===== src/core/tdba_defines.svh =====
// Constants of the timer DMA burst access front end
// Operation
// RULE_01 - Burst length field value plus one gives transfers per DMA burst.
// RULE_02 - Burst base field picks the first register the window reaches.
// RULE_03 - Base counts register indices from timer control one upward.
// RULE_04 - Burst control and window registers exist only with built-in DMA.
// RULE_05 - Software writes reserved control bits as zero; they read zero.
// RULE_06 - Window access goes to base plus index; index wraps at length.
`ifndef TDBA_DEFINES_SVH
`define TDBA_DEFINES_SVH

// Wishbone byte offsets
`define TDBA_OFS_CTRL      8'h48
`define TDBA_OFS_WIN       8'h4C

// Burst control fields
`define TDBA_LEN_MSB       12
`define TDBA_LEN_LSB       8
`define TDBA_BASE_MSB      4
`define TDBA_BASE_LSB      0
`define TDBA_CTRL_MASK     16'h1F1F
`define TDBA_CTRL_RST      16'h0000
`define TDBA_WIN_RST       16'h0000

// Widths
`define TDBA_FIELD_W       5
`define TDBA_REG_W         16
`define TDBA_TGT_W         6

`endif


===== src/core/tdba_pkg.sv =====
// Types shared by the timer DMA burst access front end
package tdba_pkg;

  typedef enum logic [2:0]
  {
    ST_IDLE = 3'b001,
    ST_FWD  = 3'b010,
    ST_DONE = 3'b100
  } tdba_state_e;

  typedef logic [4:0] tdba_field_t;
  typedef logic [5:0] tdba_target_t;

endpackage


===== src/core/tdba_burst_seq.sv =====
// Transfer index counter and target register index of one burst
`timescale 1ns/1ps
`include "tdba_defines.svh"

module tdba_burst_seq
(
  input  wire logic                clk_i,
  input  wire logic                rst_i,
  input  wire logic                ce_i,
  input  wire logic                clear_i,
  input  wire logic                step_i,
  input  wire tdba_pkg::tdba_field_t len_i,
  input  wire tdba_pkg::tdba_field_t base_i,
  output      tdba_pkg::tdba_field_t idx_o,
  output      logic                last_o,
  output      tdba_pkg::tdba_target_t target_o
);

  tdba_pkg::tdba_field_t idx_reg;
  tdba_pkg::tdba_field_t idx_next;
  logic                  last;

  // Length field value is the index of the final transfer
  assign last = (idx_reg >= len_i); // RULE_01

  always_comb
  begin
    idx_next = idx_reg;
    if (clear_i)
    begin
      idx_next = '0;
    end
    else if (step_i)
    begin
      // Wrap so the next burst starts again at the base register
      if (last)
      begin
        idx_next = '0; // RULE_06
      end
      else
      begin
        idx_next = idx_reg + 5'h01; // RULE_06
      end
    end
  end

  always_ff @(posedge clk_i)
  begin
    if (rst_i)
    begin
      idx_reg <= '0;
    end
    else if (ce_i)
    begin
      idx_reg <= idx_next;
    end
  end

  assign idx_o    = idx_reg;
  assign last_o   = last;
  // Base plus index, one bit wider so no sum is lost
  assign target_o = {1'b0, base_i} + {1'b0, idx_reg}; // RULE_02 RULE_03

endmodule


===== src/core/tdba_top.sv =====
// Timer DMA burst access front end with Wishbone slave
`timescale 1ns/1ps
`include "tdba_defines.svh"

module tdba_top
#(
  parameter int HAS_DMA = 1,
  parameter int ADR_W   = 8
)
(
  input  wire logic                        clk_i,
  input  wire logic                        rst_i,
  input  wire logic                        ce_i,
  // Wishbone classic slave
  input  wire logic                        wb_cyc_i,
  input  wire logic                        wb_stb_i,
  input  wire logic                        wb_we_i,
  input  wire logic [ADR_W-1:0]            wb_adr_i,
  input  wire logic [3:0]                  wb_sel_i,
  input  wire logic [31:0]                 wb_dat_i,
  output      logic [31:0]                 wb_dat_o,
  output      logic                        wb_ack_o,
  // DMA controller marks the start of a burst
  input  wire logic                        burst_start_i,
  // Timer register file port
  output      logic                        tmr_req_o,
  output      logic                        tmr_we_o,
  output      logic [`TDBA_TGT_W-1:0]      tmr_adr_o,
  output      logic [1:0]                  tmr_sel_o,
  output      logic [`TDBA_REG_W-1:0]      tmr_dat_o,
  input  wire logic [`TDBA_REG_W-1:0]      tmr_dat_i,
  input  wire logic                        tmr_ack_i,
  // Burst status
  output      logic [`TDBA_FIELD_W-1:0]    burst_idx_o,
  output      logic                        burst_last_o
);

  generate
    if (ADR_W < 7)
    begin : g_adr_chk
      $error("ADR_W too small to reach the burst registers");
    end
    if (HAS_DMA != 0 && HAS_DMA != 1)
    begin : g_dma_chk
      $error("HAS_DMA must be 0 or 1");
    end
    // Base plus index must never overflow the forwarded register index
    if (`TDBA_TGT_W != `TDBA_FIELD_W + 1)
    begin : g_tgt_chk
      $error("Target index must be one bit wider than the base field");
    end
  endgenerate

  localparam logic DMA_ON = (HAS_DMA != 0);

  // Word address match, byte lane bits ignored
  function automatic logic hit(input logic [ADR_W-1:0] adr,
                               input logic [7:0]       ofs);
    logic [ADR_W-1:0] full;
    full = ADR_W'(ofs);
    hit  = (adr[ADR_W-1:2] == full[ADR_W-1:2]);
  endfunction

  // Merge the two low byte lanes of a write into a 16-bit value
  function automatic logic [15:0] merge(input logic [15:0] old,
                                        input logic [31:0] dat,
                                        input logic [3:0]  sel);
    logic [15:0] res;
    res = old;
    if (sel[0])
    begin
      res[7:0] = dat[7:0];
    end
    if (sel[1])
    begin
      res[15:8] = dat[15:8];
    end
    merge = res;
  endfunction

  tdba_pkg::tdba_state_e state_reg;
  logic [`TDBA_REG_W-1:0] ctrl_reg;
  logic [`TDBA_REG_W-1:0] ctrl_next;
  logic [`TDBA_REG_W-1:0] win_reg;
  logic [31:0]            dat_reg;
  logic                   ack_reg;
  logic                   req_reg;
  logic                   we_reg;
  logic [`TDBA_TGT_W-1:0] adr_reg;
  logic [1:0]             sel_reg;
  logic [`TDBA_REG_W-1:0] wdat_reg;

  logic                   new_req;
  logic                   ctrl_hit;
  logic                   win_hit;
  logic                   ctrl_wr;
  logic                   step;
  logic                   seq_clear;
  tdba_pkg::tdba_field_t  len_f;
  tdba_pkg::tdba_field_t  base_f;
  tdba_pkg::tdba_field_t  seq_idx;
  logic                   seq_last;
  tdba_pkg::tdba_target_t seq_target;

  // Ack drops in the cycle after it was given, so a held strobe
  // is never taken twice
  assign new_req  = wb_cyc_i && wb_stb_i && !ack_reg
                    && (state_reg == tdba_pkg::ST_IDLE);
  // Without the built-in DMA both offsets fall into unmapped space
  assign ctrl_hit = DMA_ON && hit(wb_adr_i, `TDBA_OFS_CTRL); // RULE_04
  assign win_hit  = DMA_ON && hit(wb_adr_i, `TDBA_OFS_WIN);  // RULE_04
  assign ctrl_wr  = new_req && ctrl_hit && wb_we_i;
  assign step     = (state_reg == tdba_pkg::ST_FWD) && tmr_ack_i;

  // A new control setting or a DMA burst start restarts the index
  assign seq_clear = ctrl_wr || burst_start_i;

  assign len_f  = ctrl_reg[`TDBA_LEN_MSB:`TDBA_LEN_LSB];   // RULE_01
  assign base_f = ctrl_reg[`TDBA_BASE_MSB:`TDBA_BASE_LSB]; // RULE_02

  // Reserved control bits are never stored, so they read as zero
  assign ctrl_next = merge(ctrl_reg, wb_dat_i, wb_sel_i)
                     & `TDBA_CTRL_MASK; // RULE_05

  tdba_burst_seq u_seq
  (
    .clk_i    (clk_i),
    .rst_i    (rst_i),
    .ce_i     (ce_i),
    .clear_i  (seq_clear),
    .step_i   (step),
    .len_i    (len_f),
    .base_i   (base_f),
    .idx_o    (seq_idx),
    .last_o   (seq_last),
    .target_o (seq_target)
  );

  // Transfer state
  always_ff @(posedge clk_i)
  begin
    if (rst_i)
    begin
      state_reg <= tdba_pkg::ST_IDLE;
    end
    else if (ce_i)
    begin
      unique case (state_reg)
        tdba_pkg::ST_IDLE:
        begin
          if (new_req && win_hit)
          begin
            state_reg <= tdba_pkg::ST_FWD;
          end
          else if (new_req)
          begin
            state_reg <= tdba_pkg::ST_DONE;
          end
        end
        tdba_pkg::ST_FWD:
        begin
          if (tmr_ack_i)
          begin
            state_reg <= tdba_pkg::ST_DONE;
          end
        end
        tdba_pkg::ST_DONE:
        begin
          state_reg <= tdba_pkg::ST_IDLE;
        end
        default:
        begin
          state_reg <= tdba_pkg::ST_IDLE;
        end
      endcase
    end
  end

  // Bus acknowledge: one cycle, in ST_DONE
  always_ff @(posedge clk_i)
  begin
    if (rst_i)
    begin
      ack_reg <= 1'b0;
    end
    else if (ce_i)
    begin
      ack_reg <= (state_reg == tdba_pkg::ST_IDLE && new_req && !win_hit)
                 || step;
    end
  end

  // Burst control register
  always_ff @(posedge clk_i)
  begin
    if (rst_i)
    begin
      ctrl_reg <= `TDBA_CTRL_RST;
    end
    else if (ce_i && ctrl_wr)
    begin
      ctrl_reg <= ctrl_next; // RULE_01 RULE_02 RULE_05
    end
  end

  // Window register keeps the last value moved through it
  // Not readable on the bus: a window read always goes to the timer
  always_ff @(posedge clk_i)
  begin
    if (rst_i)
    begin
      win_reg <= `TDBA_WIN_RST;
    end
    else if (ce_i && step)
    begin
      if (we_reg)
      begin
        win_reg <= wdat_reg;
      end
      else
      begin
        win_reg <= tmr_dat_i;
      end
    end
  end

  // Forwarded timer access, held until the timer acknowledges
  always_ff @(posedge clk_i)
  begin
    if (rst_i)
    begin
      req_reg  <= 1'b0;
      we_reg   <= 1'b0;
      adr_reg  <= '0;
      sel_reg  <= 2'h0;
      wdat_reg <= `TDBA_WIN_RST;
    end
    else if (ce_i)
    begin
      if (new_req && win_hit)
      begin
        req_reg  <= 1'b1;
        we_reg   <= wb_we_i;
        adr_reg  <= seq_target; // RULE_06 RULE_03
        sel_reg  <= wb_sel_i[1:0];
        wdat_reg <= wb_dat_i[15:0];
      end
      else if (step)
      begin
        req_reg <= 1'b0;
      end
    end
  end

  // Read data, upper half always zero
  always_ff @(posedge clk_i)
  begin
    if (rst_i)
    begin
      dat_reg <= 32'h0000_0000;
    end
    else if (ce_i)
    begin
      dat_reg <= 32'h0000_0000;
      if (new_req && !wb_we_i && ctrl_hit)
      begin
        dat_reg <= {16'h0000, ctrl_reg};
      end
      else if (step && !we_reg)
      begin
        dat_reg <= {16'h0000, tmr_dat_i};
      end
      else if (step)
      begin
        dat_reg <= {16'h0000, wdat_reg};
      end
    end
  end

  // Burst status mirrors the sequencer after each update
  always_ff @(posedge clk_i)
  begin
    if (rst_i)
    begin
      burst_idx_o  <= '0;
      burst_last_o <= 1'b0;
    end
    else if (ce_i)
    begin
      burst_idx_o  <= seq_idx;
      burst_last_o <= seq_last;
    end
  end

  assign wb_ack_o  = ack_reg;
  assign wb_dat_o  = dat_reg;
  assign tmr_req_o = req_reg;
  assign tmr_we_o  = we_reg;
  assign tmr_adr_o = adr_reg;
  assign tmr_sel_o = sel_reg;
  assign tmr_dat_o = wdat_reg;

endmodule


===== config.mk =====
export PLATFORM = sky130hd
export DESIGN_NAME = tdba_top
export DESIGN_NICKNAME = d
export VERILOG_FILES = /design/src/core/tdba_pkg.sv /design/src/core/tdba_burst_seq.sv /design/src/core/tdba_top.sv
export VERILOG_INCLUDE_DIRS = /design/src /design/src/core
export SDC_FILE = /design/constraint.sdc
export NUM_CORES = 1
export LEC_CHECK = 0
export BUFFER_PORTS_ARGS = -buffer_cell sky130_fd_sc_hd__buf_4
export CAP_MARGIN = 10
export CORE_MARGIN = 4
export CORE_UTILIZATION = 30
export DETAILED_ROUTE_END_ITERATION = 10
export MAX_ROUTING_LAYER = met4
export PLACE_DENSITY = 0.58
export SLEW_MARGIN = 30
export SYNTH_ARGS = -nofsm -noshare
export SYNTH_HDL_FRONTEND = slang
export SYNTH_SLANG_ARGS = --single-unit

===== constraint.sdc =====
create_clock -name clk_i -period 3.9 [get_ports clk_i]
set_input_delay 0.585 -clock clk_i [delete_from_list [all_inputs] [get_ports clk_i]]
set_output_delay 0.585 -clock clk_i [all_outputs]
set_load 0.03 [all_outputs]

==> metrics.cfg <==
[run_status]
outcome=finished clean

[global_route]
gr-total-overflow=0
grt_max_degree=66
grt_pass1_vias=2654
grt_antenna_before_repair=0
grt_pass1_wl_um=13500
grtUsageTotal=0.139

[power]
power_frac_clock=0.453
internal_power_mw=1.13
p_leak_nw=2.04
pwr-share-seq=0.474
pwr-share-comb=0.073
total_power_mw=1.45
power.density_nw_per_um2=351
ir_drop_uv=164
netSwitchingPower_uw=327
p_sw_frac=0.225

[drt]
top_layer_used=met4
num_vias=2634
remaining_drc_errors=0
first_pass_iters=7
detail-route-antenna-nets=0
viasPerCell=4.70
met2_length_um=4120
wl_met1_um=3870
wl_met3_um=354
wl_per_cell_um=15.0
drt_wl_total_um=8370
first_iter_violations=87

[die]
die_area_um2=12300
start_util=0.307
num_io_pins=133
core_area_um2=10300
die-height_um=111
die_w_um=111
rows=37

[synth]
yosys-top-cells-area=dfxtp_1 (42%), mux2i_1 (12%), nor2_1 (7.7%)
yosysTopAreaCell=dfxtp_1
netlist.area_leader.share=0.424
yosys_warnings=0
synth_edf_count=0
synth_flop_cell=dfxtp_1
yosysUniqueCellTypes=45
synth.top_cells.by_count=dfxtp_1 (67), nor2_1 (65), mux2i_1 (39), buf_4 (17), mux2_2 (16)
async_flop_share=0
syn_area_um2=3170
synth-seq-cells=67
synth_most_common_cell=dfxtp_1
syn_area_per_cell_um2=9.57
ys_seq_area_frac=0.424
syn_inst=331

[clock_tree]
root_buffer=clkbuf_8
numCtsBuffers=9
cts_tree=yes
clk_pin_slew_ps=70
cts.sink_count=67
clkLatencyLatePin_ps=340
htree_levels=3
cts_buffer_depth=2
postCtsSetupBuffers=0
hold_buffers=0
post_cts_resized=0

[sta]
max_freq_mhz=401
fin_crit_sh=0.639
fin_tns_setup_ps=0
fin_worst_skew_ps=10.7
slew_headroom=0.395
finalHoldViolations=0
slew_viol_final=0
setup_viol=0
rsz0062_at_grt=no
tightest_slew_ps=906
period_minus_slack_ps=2490

[cells_and_area]
fill_cells=1049
drive_above_1_share=0.314
finish.instance_area_um2=4140
layout.nets=499
antennaDiodeCount=0
syn_to_final_growth_pct=30.9
fin_util=0.401

[worst_setup_path]
crit_slowest_cell=or4b_4
cp-start-kind=input pin
r2r_setup_slack_ps=1530
worstPathArrival_ps=2680
critical_path_class=in2reg
crit_path_frequent_cell=buf_4
crit_family=simple AND/OR/NAND/NOR gates
path_cells=buf_4 -> or4b_4 -> nor4_4 -> nand3_2 -> buf_4 -> mux2i_1 -> nor2_1
cp_num_buf_inv=2
cp_slowest_stage_delay_ps=550
cp_max_fo=15
cp-end-kind=flip-flop
crit_required_ps=4090

[hold_path]
hp-class=reg2reg

[flow_run]
maxCapViolCount=0

[placed_design]
portBuffers=96
dp_hpwl_um=6000
dpl-instance-area_um2=3920
gp_congestion=0.771

## cell usage in the layout, fill, tap and decap left out, types with 2 or more instances in the layout
cell type / synthesis / layout
a222oi_1: 10 / 10
inv_1: 13 / 13
nor2b_1: 4 / 4
nor2_1: 65 / 65
mux2_2: 16 / 16
o21ai_0: 8 / 8
dfxtp_1: 67 / 67
nand2_1: 8 / 8
a32oi_1: 2 / 2
nand3_1: 3 / 2
ha_1: 11 / 11
bufinv_16: 0 / 2
a22oi_1: 6 / 6
xnor2_1: 2 / 2
mux2i_1: 39 / 39
buf_4: 17 / 97
a21oi_1: 9 / 9
o21bai_1: 2 / 2
a21o_1: 3 / 3
clkbuf_8: 0 / 11
conb_1: 1 / 16
nand4_1: 2 / 2
and2_1: 4 / 4
nor3_1: 2 / 2
## cells by family (layout without fill, tap and decap cells)
kind of cell             count (synthesis)  in the layout  share of synthesized area
other                                    1             16                    0.00118
AO/OA/AOI/OAI                           46             46                      0.107
buffers and inverters                   48            126                     0.0822
flip-flops                              67             67                      0.424
AND/OR/NAND/NOR                         99             99                      0.148
adder cells (fa/ha/maj)                 12             12                     0.0498
multiplexers                            55             55                      0.180
XOR/XNOR                                 3              3                    0.00830
## area by class of cell
class                           count  area, um2  area share
Tap cell                          136        170      0.0411
Timing Repair Buffer               97        728       0.176
Inverter                           13       48.8      0.0118
Multi-Input combinational cell    231       1630       0.393
Sequential cell                    67       1340       0.324
Clock buffer                       12        155      0.0374
Clock inverter                      4       72.6      0.0175
## layer usage
| metal | track usage | vias up |
|---|---|---|
| met5 | - | - |
| li1 | - | 1306 |
| met1 | 0.165 | 1255 |
| met2 | 0.231 | 71 |
| met3 | 0.0377 | 2 |
| met4 | 0.0378 | 0 |
## worst paths after layout
path	from	to	cells past startpoint
setup / recovery	wb_adr_i[5]	tmr_dat_o[12]	7
hold / removal	tmr_adr_o[5]	tmr_adr_o[5]	2
setup reg to reg	u_seq.idx_o[0]	u_seq.idx_o[2]	7
hold reg to reg	tmr_adr_o[5]	tmr_adr_o[5]	2
## metrics by stage
stage	worst slack (ps)	instances	hold slack [ps]
after floorplan	1760	346	471
after CTS	1430	560	456
after global routing	1290	560	462
after detailed placement	1060	544	461
after global placement	1060	544	458
final	1410	560	471
## power groups by stage
stage	registers [mW]	clock network [mW]	logic [mW]
2_1_floorplan	0.706	0	0.0675
3_3_place_gp	0.704	0	0.106
3_5_place_dp	0.704	0	0.107
4_1_cts	0.688	0.679	0.108
5_1_grt	0.689	0.706	0.115
6_report	0.688	0.658	0.107
## worst register-to-register path, cell delays in order (launching register included)
cell	delay, ps
dfxtp_1	420
inv_1	100
ha_1	280
nor3b_1	190
o21ai_0	150
a2111oi_1	830
o21ai_0	210
o21ai_0	120
(Power assumes the default switching activity.)
